**src/acc_pkg.sv**
```systemverilog
// Constants and register map of the analog comparator control block
// Overview of operation
// Result is high when positive input exceeds negative input, else low.
// Mux enable set and converter off: channel select picks channel 0..7 as negative.
// Mux enable clear or converter on: dedicated negative pin is used.
// Power-off bit set keeps comparator unpowered; writable any time.
// Software clears interrupt enable before changing the power-off bit.
// Bandgap select picks bandgap as positive input, else positive pin.
// Raw result is synchronised before reading, latency one to two clocks.
// Event flag sets on the edge type chosen by event mode.
// Interrupt requested only when flag, enable and global enable are set.
// Executing the comparator interrupt vector clears the event flag.
// Writing one to the flag clears it; writing zero leaves it.
// Capture route enable feeds the result to the timer capture front end.
// Capture route disabled keeps the result away from timer capture.
// Mode 00 toggle, 10 falling, 11 rising, 01 reserved.
// Software clears interrupt enable before changing event mode.
// Buffer disable bit turns off pin buffer; port input reads zero.
// Software should disable buffers on analog-only comparator pins.
// Software keeps converter power gate clear when borrowing the channel mux.
// Software sets timer capture interrupt enable for capture interrupts.
// Events come from comparing the result with its value one clock before.
package acc_pkg;
  localparam int ADDR_W = 4;
  localparam logic [ADDR_W-1:0] OFS_CONV_CTRL_B = 4'h0;
  localparam logic [ADDR_W-1:0] OFS_CMP_CTRL_STATUS = 4'h4;
  localparam logic [ADDR_W-1:0] OFS_PIN_INPUT_DISABLE = 4'h8;
  localparam logic [7:0] RST_CONV_CTRL_B = 8'h00;
  localparam logic [7:0] RST_CMP_CTRL_STATUS = 8'h00;
  localparam logic [7:0] RST_PIN_INPUT_DISABLE = 8'h00;
  // Field positions
  localparam int BIT_MUX_NEG_EN = 6;
  localparam int BIT_POWER_OFF = 7;
  localparam int BIT_BANDGAP_SEL = 6;
  localparam int BIT_RESULT = 5;
  localparam int BIT_EVENT_FLAG = 4;
  localparam int BIT_IRQ_EN = 3;
  localparam int BIT_CAPTURE_ROUTE = 2;
  localparam int BIT_MODE_LO = 0;
  localparam logic [1:0] RESP_OKAY = 2'h0;
  localparam logic [1:0] RESP_SLVERR = 2'h2;
  typedef enum logic [1:0] {
    ACC_MODE_TOGGLE = 2'b00,
    ACC_MODE_RESERVED = 2'b01,
    ACC_MODE_FALLING = 2'b10,
    ACC_MODE_RISING = 2'b11
  } acc_mode_t;
endpackage : acc_pkg
```
**src/acc_analog_comparator_control.sv**
```systemverilog
// Digital control around the on-chip analog comparator, with AXI4-Lite registers
//
// Implementation choices: the register addresses and the AXI4-Lite register port.
`timescale 1ns/1ps
module acc_analog_comparator_control (
  input wire logic mclk, // 200 MHz system clock
  input wire logic reset_n, // Synchronous reset, active low
  input wire logic [acc_pkg::ADDR_W-1:0] s_axi_awaddr, // Write address
  input wire logic s_axi_awvalid, // Write address valid
  output logic s_axi_awready, // Write address ready
  input wire logic [31:0] s_axi_wdata, // Write data
  input wire logic [3:0] s_axi_wstrb, // Write byte strobes
  input wire logic s_axi_wvalid, // Write data valid
  output logic s_axi_wready, // Write data ready
  output logic [1:0] s_axi_bresp, // Write response
  output logic s_axi_bvalid, // Write response valid
  input wire logic s_axi_bready, // Write response ready
  input wire logic [acc_pkg::ADDR_W-1:0] s_axi_araddr, // Read address
  input wire logic s_axi_arvalid, // Read address valid
  output logic s_axi_arready, // Read address ready
  output logic [31:0] s_axi_rdata, // Read data
  output logic [1:0] s_axi_rresp, // Read response
  output logic s_axi_rvalid, // Read data valid
  input wire logic s_axi_rready, // Read data ready
  input wire logic compareRaw, // Raw analog comparator output, asynchronous
  input wire logic converterEnable, // Converter enable from converter block
  input wire logic [2:0] channelSelect, // Converter channel select
  input wire logic globalIrqEnable, // Global interrupt enable of the processor
  input wire logic irqVectorAck, // Pulse: comparator vector executed
  input wire logic [1:0] pinRaw, // Digital level of the two comparator pins
  output logic comparatorPowerOff, // Comparator analog power off
  output logic bandgapPositiveSelect, // Positive input from bandgap
  output logic negUseChannel, // Negative input from converter channel mux
  output logic [2:0] negChannel, // Channel used as negative input
  output logic compareResult, // Synchronised comparator result
  output logic compareEventFlag, // Sticky event flag
  output logic irqRequest, // Comparator interrupt request
  output logic captureRouteEnable, // Timer capture source is the comparator
  output logic captureInput, // Comparator result towards capture front end
  output logic [1:0] inputBufferEnable, // Digital input buffer enables
  output logic [1:0] portPinIn // Port input bits of the two pins
);
  import acc_pkg::*;

  logic [7:0] convCtrlB;
  logic [7:0] cmpCtrl;
  logic [7:0] pinDisable;
  logic syncStage1;
  logic prevResult;
  logic [1:0] pinSync1;
  logic [1:0] pinSync2;
  logic [ADDR_W-1:0] awAddrHeld;
  logic awHeld;
  logic [31:0] wDataHeld;
  logic [3:0] wStrbHeld;
  logic wHeld;
  logic doWrite;
  logic wrCmp;
  logic wrLane0;
  logic clearFlagWrite;
  logic eventHit;
  acc_mode_t eventMode;

  function automatic logic isMapped(input logic [ADDR_W-1:0] addr);
    isMapped = (addr == OFS_CONV_CTRL_B) || (addr == OFS_CMP_CTRL_STATUS) ||
               (addr == OFS_PIN_INPUT_DISABLE);
  endfunction : isMapped

  function automatic logic edgeMatch(input acc_mode_t mode, input logic prev,
                                     input logic cur);
    case (mode)
      ACC_MODE_TOGGLE: edgeMatch = prev != cur;
      ACC_MODE_FALLING: edgeMatch = prev && !cur;
      ACC_MODE_RISING: edgeMatch = !prev && cur;
      default: edgeMatch = 1'b0;
    endcase
  endfunction : edgeMatch

  // Analog selection outputs
  assign comparatorPowerOff = cmpCtrl[BIT_POWER_OFF];
  assign bandgapPositiveSelect = cmpCtrl[BIT_BANDGAP_SEL];
  assign negUseChannel = convCtrlB[BIT_MUX_NEG_EN] && !converterEnable;
  assign negChannel = negUseChannel ? channelSelect : 3'h0;
  assign eventMode = acc_mode_t'(cmpCtrl[BIT_MODE_LO +: 2]);
  assign captureRouteEnable = cmpCtrl[BIT_CAPTURE_ROUTE];

  // Raw output feeds the first flop directly; power-off clears both stages so it reads low
  always_ff @(posedge mclk) begin
    if (!reset_n || cmpCtrl[BIT_POWER_OFF]) begin
      syncStage1 <= 1'b0;
      compareResult <= 1'b0;
    end else begin
      syncStage1 <= compareRaw;
      compareResult <= syncStage1;
    end
  end

  always_ff @(posedge mclk) begin
    if (!reset_n) begin
      prevResult <= 1'b0;
    end else begin
      prevResult <= compareResult;
    end
  end

  assign eventHit = edgeMatch(eventMode, prevResult, compareResult);

  // Write path: address and data are taken in either order
  assign s_axi_awready = !awHeld && !s_axi_bvalid;
  assign s_axi_wready = !wHeld && !s_axi_bvalid;
  assign doWrite = awHeld && wHeld;
  assign wrLane0 = doWrite && wStrbHeld[0];
  assign wrCmp = wrLane0 && (awAddrHeld == OFS_CMP_CTRL_STATUS);
  assign clearFlagWrite = wrCmp && wDataHeld[BIT_EVENT_FLAG];

  always_ff @(posedge mclk) begin
    if (!reset_n) begin
      awHeld <= 1'b0;
      awAddrHeld <= '0;
    end else if (s_axi_awvalid && s_axi_awready) begin
      awHeld <= 1'b1;
      awAddrHeld <= s_axi_awaddr;
    end else if (doWrite) begin
      awHeld <= 1'b0;
    end
  end

  always_ff @(posedge mclk) begin
    if (!reset_n) begin
      wHeld <= 1'b0;
      wDataHeld <= 32'h0000_0000;
      wStrbHeld <= 4'h0;
    end else if (s_axi_wvalid && s_axi_wready) begin
      wHeld <= 1'b1;
      wDataHeld <= s_axi_wdata;
      wStrbHeld <= s_axi_wstrb;
    end else if (doWrite) begin
      wHeld <= 1'b0;
    end
  end

  always_ff @(posedge mclk) begin
    if (!reset_n) begin
      s_axi_bvalid <= 1'b0;
      s_axi_bresp <= RESP_OKAY;
    end else if (doWrite) begin
      s_axi_bvalid <= 1'b1;
      s_axi_bresp <= isMapped(awAddrHeld) ? RESP_OKAY : RESP_SLVERR;
    end else if (s_axi_bready) begin
      s_axi_bvalid <= 1'b0;
    end
  end

  // Register writes; result and flag bits are not stored from the bus
  always_ff @(posedge mclk) begin
    if (!reset_n) begin
      convCtrlB <= RST_CONV_CTRL_B;
      pinDisable <= RST_PIN_INPUT_DISABLE;
      cmpCtrl <= RST_CMP_CTRL_STATUS;
    end else if (wrLane0) begin
      if (awAddrHeld == OFS_CONV_CTRL_B) begin
        convCtrlB[BIT_MUX_NEG_EN] <= wDataHeld[BIT_MUX_NEG_EN];
      end
      if (awAddrHeld == OFS_PIN_INPUT_DISABLE) begin
        pinDisable[1:0] <= wDataHeld[1:0];
      end
      if (wrCmp) begin
        cmpCtrl[BIT_POWER_OFF] <= wDataHeld[BIT_POWER_OFF];
        cmpCtrl[BIT_BANDGAP_SEL] <= wDataHeld[BIT_BANDGAP_SEL];
        cmpCtrl[BIT_IRQ_EN] <= wDataHeld[BIT_IRQ_EN];
        cmpCtrl[BIT_CAPTURE_ROUTE] <= wDataHeld[BIT_CAPTURE_ROUTE];
        cmpCtrl[BIT_MODE_LO +: 2] <= wDataHeld[BIT_MODE_LO +: 2];
      end
    end
  end

  // Sticky flag: a new event wins over a clear in the same cycle
  always_ff @(posedge mclk) begin
    if (!reset_n) begin
      compareEventFlag <= 1'b0;
    end else if (eventHit) begin
      compareEventFlag <= 1'b1;
    end else if (irqVectorAck || clearFlagWrite) begin
      compareEventFlag <= 1'b0;
    end
  end

  assign irqRequest = compareEventFlag && cmpCtrl[BIT_IRQ_EN] && globalIrqEnable;

  // Capture route is a plain gate so no path exists when disabled
  assign captureInput = captureRouteEnable && compareResult;

  // Pin inputs
  always_ff @(posedge mclk) begin
    if (!reset_n) begin
      pinSync1 <= 2'h0;
      pinSync2 <= 2'h0;
    end else begin
      pinSync1 <= pinRaw;
      pinSync2 <= pinSync1;
    end
  end

  assign inputBufferEnable = ~pinDisable[1:0];
  assign portPinIn = pinSync2 & ~pinDisable[1:0];

  // Read path
  assign s_axi_arready = !s_axi_rvalid;

  always_ff @(posedge mclk) begin
    if (!reset_n) begin
      s_axi_rvalid <= 1'b0;
      s_axi_rdata <= 32'h0000_0000;
      s_axi_rresp <= RESP_OKAY;
    end else if (s_axi_arvalid && s_axi_arready) begin
      s_axi_rvalid <= 1'b1;
      s_axi_rresp <= isMapped(s_axi_araddr) ? RESP_OKAY : RESP_SLVERR;
      case (s_axi_araddr)
        OFS_CONV_CTRL_B: s_axi_rdata <= {24'h000000, convCtrlB};
        OFS_CMP_CTRL_STATUS: begin
          s_axi_rdata <= {24'h000000, cmpCtrl[7:6], compareResult, compareEventFlag,
                          cmpCtrl[3:0]};
        end
        OFS_PIN_INPUT_DISABLE: s_axi_rdata <= {24'h000000, pinDisable};
        default: s_axi_rdata <= 32'h0000_0000;
      endcase
    end else if (s_axi_rready) begin
      s_axi_rvalid <= 1'b0;
    end
  end
endmodule : acc_analog_comparator_control

```
**config.mk**
```make
export PLATFORM = sky130hd
export DESIGN_NAME = acc_analog_comparator_control
export DESIGN_NICKNAME = d
export VERILOG_FILES = /design/src/acc_pkg.sv /design/src/acc_analog_comparator_control.sv
export SDC_FILE = /design/constraint.sdc
export NUM_CORES = 1
export LEC_CHECK = 0
export BUFFER_PORTS_ARGS = -buffer_cell sky130_fd_sc_hd__clkbuf_2
export CORE_MARGIN = 4
export CORE_UTILIZATION = 43
export DETAILED_ROUTE_END_ITERATION = 7
export PLACE_DENSITY_LB_ADDON = 0.05
export SYNTH_ARGS = -nofsm -noshare
export SYNTH_HDL_FRONTEND = slang
export SYNTH_SLANG_ARGS = --single-unit
```
**constraint.sdc**
```tcl
create_clock -name mclk -period 1.95 [get_ports mclk]
set_clock_uncertainty 0.1 [all_clocks]
set_input_delay 0.39 -clock mclk [delete_from_list [all_inputs] [get_ports mclk]]
set_output_delay 0.39 -clock mclk [all_outputs]
set_load 0.01 [all_outputs]
```
* Yosys cells after proc, flatten, opt, wreduce, memory -nomap -nowiden
Cells that the tools add are included.
** Word-level totals
- Register bits after elaboration :: 70
- Output and inout bits :: 56
- Bits of input ports :: 60
- Logic and storage cells :: 82
** Cells by class
- Bitwise logic cells :: 2
- Multiplexer cells :: 14
- Reductions and logical operators :: 40
- Equal/unequal tests :: 7
** Operators with widths (number)
- $pmux 8 s3 :: 1
- $logic_and 1x1->1 :: 15
- $reduce_bool 2->1 :: 5
- $mux 1 :: 9
- $eq 4x3->1 const B :: 2
- $eq 4x4->1 const B :: 2
- $logic_not 1->1 :: 8
- $logic_not 4->1 :: 2
- $logic_or 1x1->1 :: 6
- $reduce_and 2->1 :: 3
- $eq 2x2->1 const B :: 2
- $mux 2 :: 2
- $mux 3 :: 1
- $pmux 1 s3 :: 1
- $and 2x2->2 :: 1
- $logic_not 2->1 :: 1
- $not 2->2 :: 1
- $ne 1x1->1 :: 1

* Logic depth before layout (Yosys ltp)
Gate-level depths: netlist of run 1.
- Word-level depth :: 7
- Mapped depth :: 5

* Least setup slack after synthesis of run 1
Ideal clock, no wire load.
- Kind :: reg-to-reg
- Start point :: reg awHeld
- End point :: reg pinDisable[0]
- Arrival time :: 1181 ps
- Cell stages (with the launch flop) :: 5
- Buffers on the path :: 1
- Setup slack :: 551 ps
- Setup time :: 118 ps
- Cell sequence :: dfxtp_1 > buf_4 > nand4b_1 > or4b_4 > mux2i_1
** Between the ends
- Longest elaborated chain between the ends :: 3
** Ends and longest elaborated chain
- start, declared :: RTL line acc_analog_comparator_control.sv:53 : logic awHeld;
- start signal, assigned :: RTL line acc_analog_comparator_control.sv:118 : awHeld <= 1'b0;
- start signal, assigned :: RTL line acc_analog_comparator_control.sv:121 : awHeld <= 1'b1;
- start signal, assigned :: RTL line acc_analog_comparator_control.sv:124 : awHeld <= 1'b0;
- $logic_and 1x1->1 :: RTL line acc_analog_comparator_control.sv:111 : assign doWrite = awHeld && wHeld;
- $logic_and 1x1->1 :: RTL line acc_analog_comparator_control.sv:112 : assign wrLane0 = doWrite && wStrbHeld[0];
- $reduce_and 2->1 (no line)
- end signal, assigned :: RTL line acc_analog_comparator_control.sv:165 : pinDisable[1:0] <= wDataHeld[1:0];
- end, declared :: RTL line acc_analog_comparator_control.sv:47 : logic [7:0] pinDisable;
Every way passes these cells.
A chain may end at the register's enable or synchronous reset.

* Worst setup path in the final report of run 1
- Start point :: reg convCtrlB[6]
- End point :: out negChannel[1]
** Between the ends
- Longest elaborated chain between the ends :: 2
** Ends and longest elaborated chain
- start, declared :: RTL line acc_analog_comparator_control.sv:45 : logic [7:0] convCtrlB;
- start signal, assigned by index :: RTL line acc_analog_comparator_control.sv:162 : convCtrlB[BIT_MUX_NEG_EN] <= wDataHeld[BIT_MUX_NEG_EN];
- $logic_and 1x1->1 :: RTL line acc_analog_comparator_control.sv:82 : assign negUseChannel = convCtrlB[BIT_MUX_NEG_EN] && !converterEnable;
- $mux 3 :: RTL line acc_analog_comparator_control.sv:83 : assign negChannel = negUseChannel ? channelSelect : 3'h0;
- end, declared :: RTL line acc_analog_comparator_control.sv:34 : output logic [2:0] negChannel,
Every way passes these cells.

==> impl_metrics.csv, run 1 <==
group,metric,value,unit
run_status,run_status,"finished, final reports clean",
placed_design,placed_cell_area,2190,sq um
setup_path,endpoint_kind,"primary output",
synth,synth-edff-count,0,
placed_design,hpwl,3010,um
power,pwr_density_cell,743,nW/um^2
grt,grt_pass1_vias,1344,
layout,mostFrequentLayoutCells,"clkbuf_2 (61), dfxtp_1 (43), conb_1 (26)",
setup_path,cp_top_family,"flip-flops",
timing,period_minus_slack,1.65,ns
setup_path,r2r_start,"wHeld$_SDFFE_PN0P_",
power,peakVddDrop,0.378,mV
layout,layout.cells.non_filler,324,
placed_design,portBuffers,61,
detailed_routing,wl,3980,um
cts,cts_setup_buffers,0,
timing,fmax,0.606,GHz
setup_path,cp.buffers_inverters,1,
floorplan,dieArea,5630,sq um
setup_path,cp_data_required_time,1.46,ns
grt,grt_pass1_wl,6300,um
setup_path,ff2ff_setup_slack,0.39,ns
timing,worst_slew_pin_slew,0.550,ns
grt,antenna_found_initial,0,
detailed_routing,ant_nets,0,
timing,setup_viol,0,
synth,synth_area,1930,sq um
floorplan,die_h,75.0,um
layout,drive_gt1_share,28.3,%
timing,rsz0062_at_grt,"no",
synth,ys_seq_area_share,44.6,%
detailed_routing,vias_per_cell,4.69,
layout,nets,333,
cts,cts_buffer_depth,2,
setup_path,crit_chain,"nor2b_1 > and2_1 > clkbuf_2",
timing,setup_tns,0,ns
setup_path,cp_max_fo,4,
cts,clk_transition_reported_paths,0.08,ns
detailed_routing,vias,1521,
layout,fill_cells,428,
cts,worstSkewPairLatency,0.29,ns
min_path,min-delay-start,"pinRaw[0]",
timing,hold_violations,0,
layout,area_delta_synth_final,17.8,%
layout,antenna_cells,0,
synth,syn-mean-instance-area,9.19,sq um
setup_path,r2r_end,"pinDisable[0]$_SDFFE_PN0P_",
detailed_routing,first_pass_iters,4,
min_path,min_path_cells,2,
setup_path,critPathLaunchType,"register",
grt,grt_max_degree,25,
min_path,min_path_type,"in2reg",
synth,ys_ff_latch,43,
synth,ys.flop_type,"dfxtp_1",
detailed_routing,drc,0,
run,cap_violations,0,
synth,synthArstFlopShare,0,%
floorplan,pin_count,116,
synth,syn_inst,210,
synth,yosys.area.top_type,"dfxtp_1",
layout,stdcell_area,2270,sq um
timing,fin_crit_sh,84.6,%
synth,ys_warn_count,0,
timing,finalMaxSlewViolations,0,
power,p_leak,1.10,nW
cts,root_buffer,"clkbuf_8",
detailed_routing,drtIter0Drc,60,
setup_path,worstSetupPathType,"reg2out",
synth,synth_cell_types,34,
placed_design,place_inst,316,
floorplan,row_count,24,
setup_path,max_stage_delay,0.37,ns
min_path,min_to,"pinSync1[0]$_SDFF_PN0_",
synth,synth_top_area_share,44.6,%
setup_path,slowest_stage,"dfxtp_1",
cts,cts_made_buffers,5,
timing,max_slew_margin,63.2,%
cts,postCtsHoldBufs,0,
detailed_routing,wl_per_cell,12.3,um
grt,grt_overflow,0,
cts,clock-sinks,43,
cts,h-tree-depth,2,
grt,grt_usage,14.8,%
floorplan,die_x,75.0,um
placed_design,gp_congestion,0.763,
timing,hold_ws,0.196,ns
floorplan,coreArea,4350,sq um
cts,cts_tree,"built",
floorplan,start_util,44.3,%
cts,ctsResizeCount,0,
setup_path,crit_arrival,1.16,ns
setup_path,ff2ff_path_depth,3,
layout,layout_commonest_cell,"clkbuf_2",
synth,yosys-top-cells-area,"dfxtp_1 (45%), mux2i_1 (11%), buf_4 (11%)",
metrics by stage:
step                      util, %  setup WS, ns  power (mW)
after floorplan                 -         0.551        1.13
after global placement       50.3         0.398        1.16
after detailed placement     50.3         0.411        1.16
after CTS                    52.2         0.251        1.71
after global routing         52.2         0.170        1.78
final                        52.2         0.300        1.69
how the worst max path moves through the flow:
stage,from,endpoint,slack [ns],depth (start not counted)
after CTS,convCtrlB[6]$_SDFFE_PN0P_,negChannel[1],0.25,3
after floorplan,awHeld$_SDFFE_PN0P_,pinDisable[0]$_SDFFE_PN0P_,0.55,4
after detailed placement,wHeld$_SDFFE_PN0P_,pinDisable[0]$_SDFFE_PN0P_,0.41,3
after global routing,convCtrlB[6]$_SDFFE_PN0P_,negChannel[2],0.17,3
final,convCtrlB[6]$_SDFFE_PN0P_,negChannel[1],0.30,3
after global placement,wHeld$_SDFFE_PN0P_,pinDisable[0]$_SDFFE_PN0P_,0.40,3
registers in the layout (all words and copies together) (netlist names), 2 cells and up:
register / cells
s_axi_rdata: 8
cmpCtrl: 6
wDataHeld: 7
pinSync2: 2
awAddrHeld: 4
pinSync1: 2
pinDisable: 2
logic make-up (layout without fill, tap and decap cells):
kind of cell,Yosys count,after routing,share of synthesized area [%]
simple gates,78,78,21.1
buf+inv,45,82,14.3
flops,43,43,44.6
mux,22,22,11.4
compound gates,19,19,7.19
fa+ha+maj,2,2,1.30
other cells,1,26,0.194
final cells by class:
class                           instances  area [sq um]  area share (%)
Clock inverter                          2          12.5           0.550
Sequential cell                        43           861            37.9
Timing Repair Buffer                   65           335            14.7
Inverter                                9          33.8            1.49
Tap cell                               52          65.1            2.86
Multi-Input combinational cell        147           893            39.3
Clock buffer                            6          72.6            3.19
report_power, final:
group	leakage (nW)	switching [mW]	internal [mW]	total, mW
Combinational	0.706	0.112	0.0841	0.196
Clock	0.0412	0.301	0.250	0.551
Sequential	0.351	0.0291	0.912	0.941
metal layers:
layer  track usage, %  vias to the layer above  share of wire, %
li1                 -                      772                 -
met1             20.2                      694                46
met2             22.0                       53                45
met3             5.34                        2               8.4
met4             4.74                        0              0.48
met5                0                        -                 0
Yosys cell counts (5+ instances only):
cell	instances
nand3_1	5
buf_4	28
nand2_1	17
dfxtp_1	43
clkbuf_1	5
and2_1	8
a21oi_1	5
inv_1	8
a32oi_1	5
nor2b_1	7
mux2i_1	22
nor2_1	24
Note: power is estimated with default switching activity, not from simulation.
==> inputs of run 2 (changes only) <==
--- a/config.mk
+++ b/config.mk
@@ -7,7 +7,7 @@
 export LEC_CHECK = 0
 export BUFFER_PORTS_ARGS = -buffer_cell sky130_fd_sc_hd__clkbuf_2
 export CORE_MARGIN = 4
-export CORE_UTILIZATION = 43
+export CORE_UTILIZATION = 39
 export DETAILED_ROUTE_END_ITERATION = 7
 export PLACE_DENSITY_LB_ADDON = 0.05
 export SYNTH_ARGS = -nofsm -noshare
==> constraint.sdc (replaced) <==
create_clock -name mclk -period 1.5 [get_ports mclk]
set_clock_uncertainty 0.1 [all_clocks]
set_input_delay 0.3 -clock mclk [delete_from_list [all_inputs] [get_ports mclk]]
set_output_delay 0.3 -clock mclk [all_outputs]
set_load 0.01 [all_outputs]
==> impl_metrics.csv, run 2 (synthesized netlist as in run 1, its figures left out) <==
group,metric,value,unit
run_status,run_status,"finished, final reports clean",
floorplan,row_count,25,
floorplan,die_h,78.4,um
power,pwr_density_cell,1050,nW/um^2
cts,clk_transition_reported_paths,0.08,ns
placed_design,pre_cts_slack,0.139,ns
setup_path,crit_arrival,1.03,ns
detailed_routing,vias,1560,
power,power.total,2.55,mW
floorplan,start_util,40.6,%
run,cap_violations,0,
timing,hold_violations,0,
cts,cts_made_buffers,5,
grt,grt_overflow,0,
detailed_routing,ant_nets,0,
cts,clock-sinks,43,
cts,root_buffer,"clkbuf_8",
timing,period_minus_slack,1.43,ns
setup_path,cp_data_required_time,1.10,ns
power,peakVddDrop,0.517,mV
setup_path,endpoint_kind,"primary output",
detailed_routing,vias_per_cell,4.48,
grt,grt_pass1_vias,1499,
timing,setup_slack,0.0658,ns
placed_design,hpwl,3100,um
detailed_routing,drc,0,
cts,cts_buffer_depth,2,
floorplan,pin_count,116,
layout,nets,342,
cts,worstSkewPairLatency,0.30,ns
layout,area_delta_synth_final,25.3,%
setup_path,cp_max_fo,4,
setup_path,worstSetupPathType,"reg2out",
grt,busiest_layer,"met2",
grt,grtUsageMet3,4.70,%
grt,met2_usage,21.9,%
grt,grt_max_degree,25,
floorplan,coreArea,4750,sq um
layout,utilization,50.9,%
cts,h-tree-depth,2,
grt,use_met1,18.0,%
floorplan,dieArea,6140,sq um
grt,antenna_found_initial,0,
layout,reg_top3,"s_axi_rdata: 8 flops, wDataHeld: 7 flops, cmpCtrl: 6 flops",
timing,setup_tns,0,ns
grt,grt_pass1_wl,6780,um
detailed_routing,drtIter0Drc,38,
layout,antenna_cells,0,
detailed_routing,first_pass_iters,4,
layout,largest_reg_flops,8,
layout,fill_cells,503,
cts,cts_tree,"built",
detailed_routing,wl_per_cell,11.7,um
timing,fin_crit_sh,95.6,%
placed_design,portBuffers,61,
placed_design,gp_congestion,0.740,
cts,postCtsHoldBufs,0,
floorplan,die_x,78.4,um
timing,finalMaxSlewViolations,0,
setup_path,critPathLaunchType,"register",
grt,grt_usage,14.1,%
detailed_routing,wl,4070,um
layout,drive_gt1_share,31.3,%
layout,layout_commonest_cell,"clkbuf_2",
min_path,min_path_type,"in2reg",
power,p_leak,1.17,nW
layout,regMostFlops,"s_axi_rdata",
timing,setup_viol,0,
layout,mostFrequentLayoutCells,"clkbuf_2 (59), dfxtp_1 (42), conb_1 (26)",
timing,fmax,0.697,GHz
-- run 2: final timing paths --
check | startpoint | cells after the start | slack, ns | endpoint
setup / recovery | convCtrlB[6]$_SDFFE_PN0P_ | 3 | 0.07 | negChannel[1]
hold / removal | pinRaw[0] | 2 | 0.11 | pinSync1[0]$_SDFF_PN0_
setup reg to reg | awAddrHeld[2]$_SDFFE_PN0P_ | 3 | 0.13 | pinDisable[0]$_SDFFE_PN0P_
hold reg to reg | pinSync1[0]$_SDFF_PN0_ | 1 | 0.34 | pinSync2[0]$_SDFF_PN0_
-- run 2: routing by layer --
layer	part of all wire, %	vias to the layer above	wire length, um
met2	44	60	1790
met1	46	708	1870
met5	0	-	0
met3	8.8	4	357
li1	-	788	-
met4	1.1	0	43
-- run 2: cell type report --
class | count | area (sq um) | share of cell area [%]
Tap cell | 67 | 83.8 | 3.46
Clock inverter | 2 | 60.1 | 2.48
Multi-Input combinational cell | 147 | 898 | 37.1
Inverter | 9 | 33.8 | 1.40
Timing Repair Buffer | 74 | 409 | 16.9
Sequential cell | 43 | 862 | 35.6
Clock buffer | 6 | 72.6 | 3.00
-- run 2: worst max-delay path, cell delays in order (launching register included) --
cell      delay (ns)
dfxtp_2         0.34
nor2b_4         0.16
and2_1          0.13
clkbuf_2        0.12
-- run 2: per-stage QoR --
stage | instances | cell area [sq um] | hold WS [ns]
after floorplan | 235 | 2020 | 0.312
after global placement | 339 | 2260 | 0.316
after detailed placement | 339 | 2260 | 0.324
after CTS | 347 | 2400 | 0.100
after global routing | 348 | 2420 | 0.107
final | 348 | 2420 | 0.109
-- run 2: repair_timing --
action                                  CTS  global route
gates cloned                              0             0
setup buffers                             0             1
resized for setup                         1             6
endpoints found under the setup margin    3             3
-- run 2: report_power, final --
part,total [mW],internal [mW],switching [mW]
sequential,1.21,1.19,0.0272
combinational,0.287,0.125,0.162
clock,1.05,0.665,0.383
total,2.55,1.98,0.572
==> inputs of run 3 (changes only) <==
--- a/config.mk
+++ b/config.mk
@@ -6,10 +6,13 @@
 export NUM_CORES = 1
 export LEC_CHECK = 0
 export BUFFER_PORTS_ARGS = -buffer_cell sky130_fd_sc_hd__clkbuf_2
+export CELL_PAD_IN_SITES_DETAIL_PLACEMENT = 1
+export CELL_PAD_IN_SITES_GLOBAL_PLACEMENT = 1
 export CORE_MARGIN = 4
-export CORE_UTILIZATION = 39
+export CORE_UTILIZATION = 27
 export DETAILED_ROUTE_END_ITERATION = 7
 export PLACE_DENSITY_LB_ADDON = 0.05
+export SKIP_LAST_GASP = 1
 export SYNTH_ARGS = -nofsm -noshare
 export SYNTH_HDL_FRONTEND = slang
 export SYNTH_SLANG_ARGS = --single-unit
==> impl_metrics.csv, run 3 (synthesized netlist as in run 1, its figures left out) <==
group,metric,value,unit
cts,postCtsHoldBufs,0,
grt,grt_overflow,0,
power,peakVddDrop,0.317,mV
layout,utilization,35.2,%
layout,antenna_cells,0,
power,pwr_density_cell,922,nW/um^2
min_path,min_path_type,"in2reg",
grt,busiest_layer,"met2",
floorplan,coreArea,6870,sq um
placed_design,place_inst,370,
layout,mostFrequentLayoutCells,"clkbuf_2 (58), dfxtp_1 (42), conb_1 (26)",
setup_path,worstSetupPathType,"reg2out",
timing,fmax,0.693,GHz
layout,largest_reg_flops,8,
setup_path,cp_max_fo,4,
timing,worst_slew_pin_slew,0.481,ns
layout,reg_top3,"s_axi_rdata: 8 flops, wDataHeld: 7 flops, cmpCtrl: 6 flops",
run_status,run_status,"finished, final reports clean",
floorplan,pin_count,116,
timing,finalMaxSlewViolations,0,
layout,fill_cells,851,
layout,layout.cells.non_filler,379,
timing,max_slew_margin,67.1,%
cts,h-tree-depth,2,
cts,worstSkewPairLatency,0.29,ns
grt,antenna_found_initial,0,
setup_path,max_stage_delay,0.36,ns
layout,multi_input_area,901,sq um
power,clock_power_share,32.2,%
layout,regMostFlops,"s_axi_rdata",
placed_design,hpwl,3860,um
grt,grt_pass1_wl,8060,um
detailed_routing,wl_per_cell,12.9,um
detailed_routing,drtIter0Drc,13,
floorplan,die_h,92.6,um
setup_path,slowest_stage,"dfxtp_4",
detailed_routing,first_pass_iters,4,
layout,regArea,865,sq um
floorplan,dieArea,8570,sq um
cts,cts_made_buffers,5,
floorplan,start_util,28.1,%
detailed_routing,ant_nets,0,
timing,setup_slack,0.0579,ns
grt,grtUsageMet3,3.41,%
placed_design,portBuffers,61,
run,cap_violations,0,
timing,rsz0062_at_grt,"yes",
setup_path,crit_chain,"nor2b_4 > and2_1 > buf_2",
layout,area_delta_synth_final,25.3,%
grt,grt_pass1_vias,1566,
grt,met2_usage,18.5,%
setup_path,endpoint_kind,"primary output",
power,sw_frac_of_total,26.4,%
grt,use_met1,16.0,%
detailed_routing,vias,1620,
cts,clock-sinks,43,
timing,setup_viol,0,
placed_design,gp_congestion,0.724,
timing,period_minus_slack,1.44,ns
setup_path,critPathLaunchType,"register",
cts,cts_buffer_depth,2,
layout,drive_gt1_share,31.4,%
floorplan,row_count,30,
detailed_routing,wl,4890,um
layout,nets,344,
cts,root_buffer,"clkbuf_8",
grt,grt_usage,12.0,%
grt,grt_max_degree,25,
cts,clk_transition_reported_paths,0.08,ns
power,p_sw,0.588,mW
layout,layout_commonest_cell,"clkbuf_2",
setup_path,crit_arrival,1.04,ns
power,intPower,1.64,mW
power,power_frac_seq,54.3,%
setup_path,cp_data_required_time,1.10,ns
timing,fin_crit_sh,96.1,%
cts,cts_tree,"built",
power,p_leak,1.16,nW
timing,hold_violations,0,
detailed_routing,drc,0,
floorplan,die_x,92.6,um
detailed_routing,vias_per_cell,4.27,
placed_design,pre_cts_slack,0.0681,ns
power,combinationalPowerShare,13.5,%
==> run 3: repair_timing <==
item / 4_1_cts / 5_1_grt
pin swaps: 0 / 3
setup buffers: 0 / 1
resized for setup: 4 / 3
endpoints found under the setup margin: 4 / 5
==> run 3: area by class of cell <==
cell class                 count  share of cell area (%)
clock buffer                   7                    3.16
clock inverter                 1                   0.207
inverter                       9                    1.40
multi-input combinational    147                    37.2
sequential                    43                    35.7
tap                           96                    4.97
timing repair buffer          76                    17.3
==> run 3: worst paths after layout <==
path	from	endpoint	slack, ns	cells past startpoint
min reg2reg	pinSync1[0]$_SDFF_PN0_	pinSync2[0]$_SDFF_PN0_	0.34	1
max	convCtrlB[6]$_SDFFE_PN0P_	negChannel[1]	0.06	3
min	pinRaw[1]	pinSync1[1]$_SDFF_PN0_	0.11	2
max reg2reg	awAddrHeld[2]$_SDFFE_PN0P_	pinDisable[0]$_SDFFE_PN0P_	0.09	3
==> run 3: power by group through the flow <==
stage          Sequential (mW)  Clock [mW]  Combinational (mW)
6_report                  1.21       0.718               0.300
5_1_grt                   1.22       0.814               0.340
4_1_cts                   1.21       0.753               0.305
3_5_place_dp              1.24           0               0.304
3_3_place_gp              1.24           0               0.302
2_1_floorplan             1.24           0               0.227
==> run 3: critical path: cells and delay by family, from the launching register on <==
kind	cells	cell delay [ns]
buf+inv	1	0.13
flops	1	0.36
simple gates	2	0.27
==> run 3: per-layer routing <==
metal | share of wire, % | up-vias
li1 | - | 796
met1 | 48 | 761
met2 | 45 | 56
met3 | 6.6 | 7
met4 | 1.2 | 0
met5 | 0 | -
==> run 3: through the flow <==
step	setup TNS, ns	total power [mW]	area [sq um]	hold WS [ns]
6_report	0	2.23	2420	0.110
5_1_grt	-0.0290	2.37	2420	0.108
3_3_place_gp	0	1.54	2320	0.318
4_1_cts	0	2.27	2410	0.100
2_1_floorplan	0	1.46	2020	0.312
3_5_place_dp	0	1.54	2320	0.323
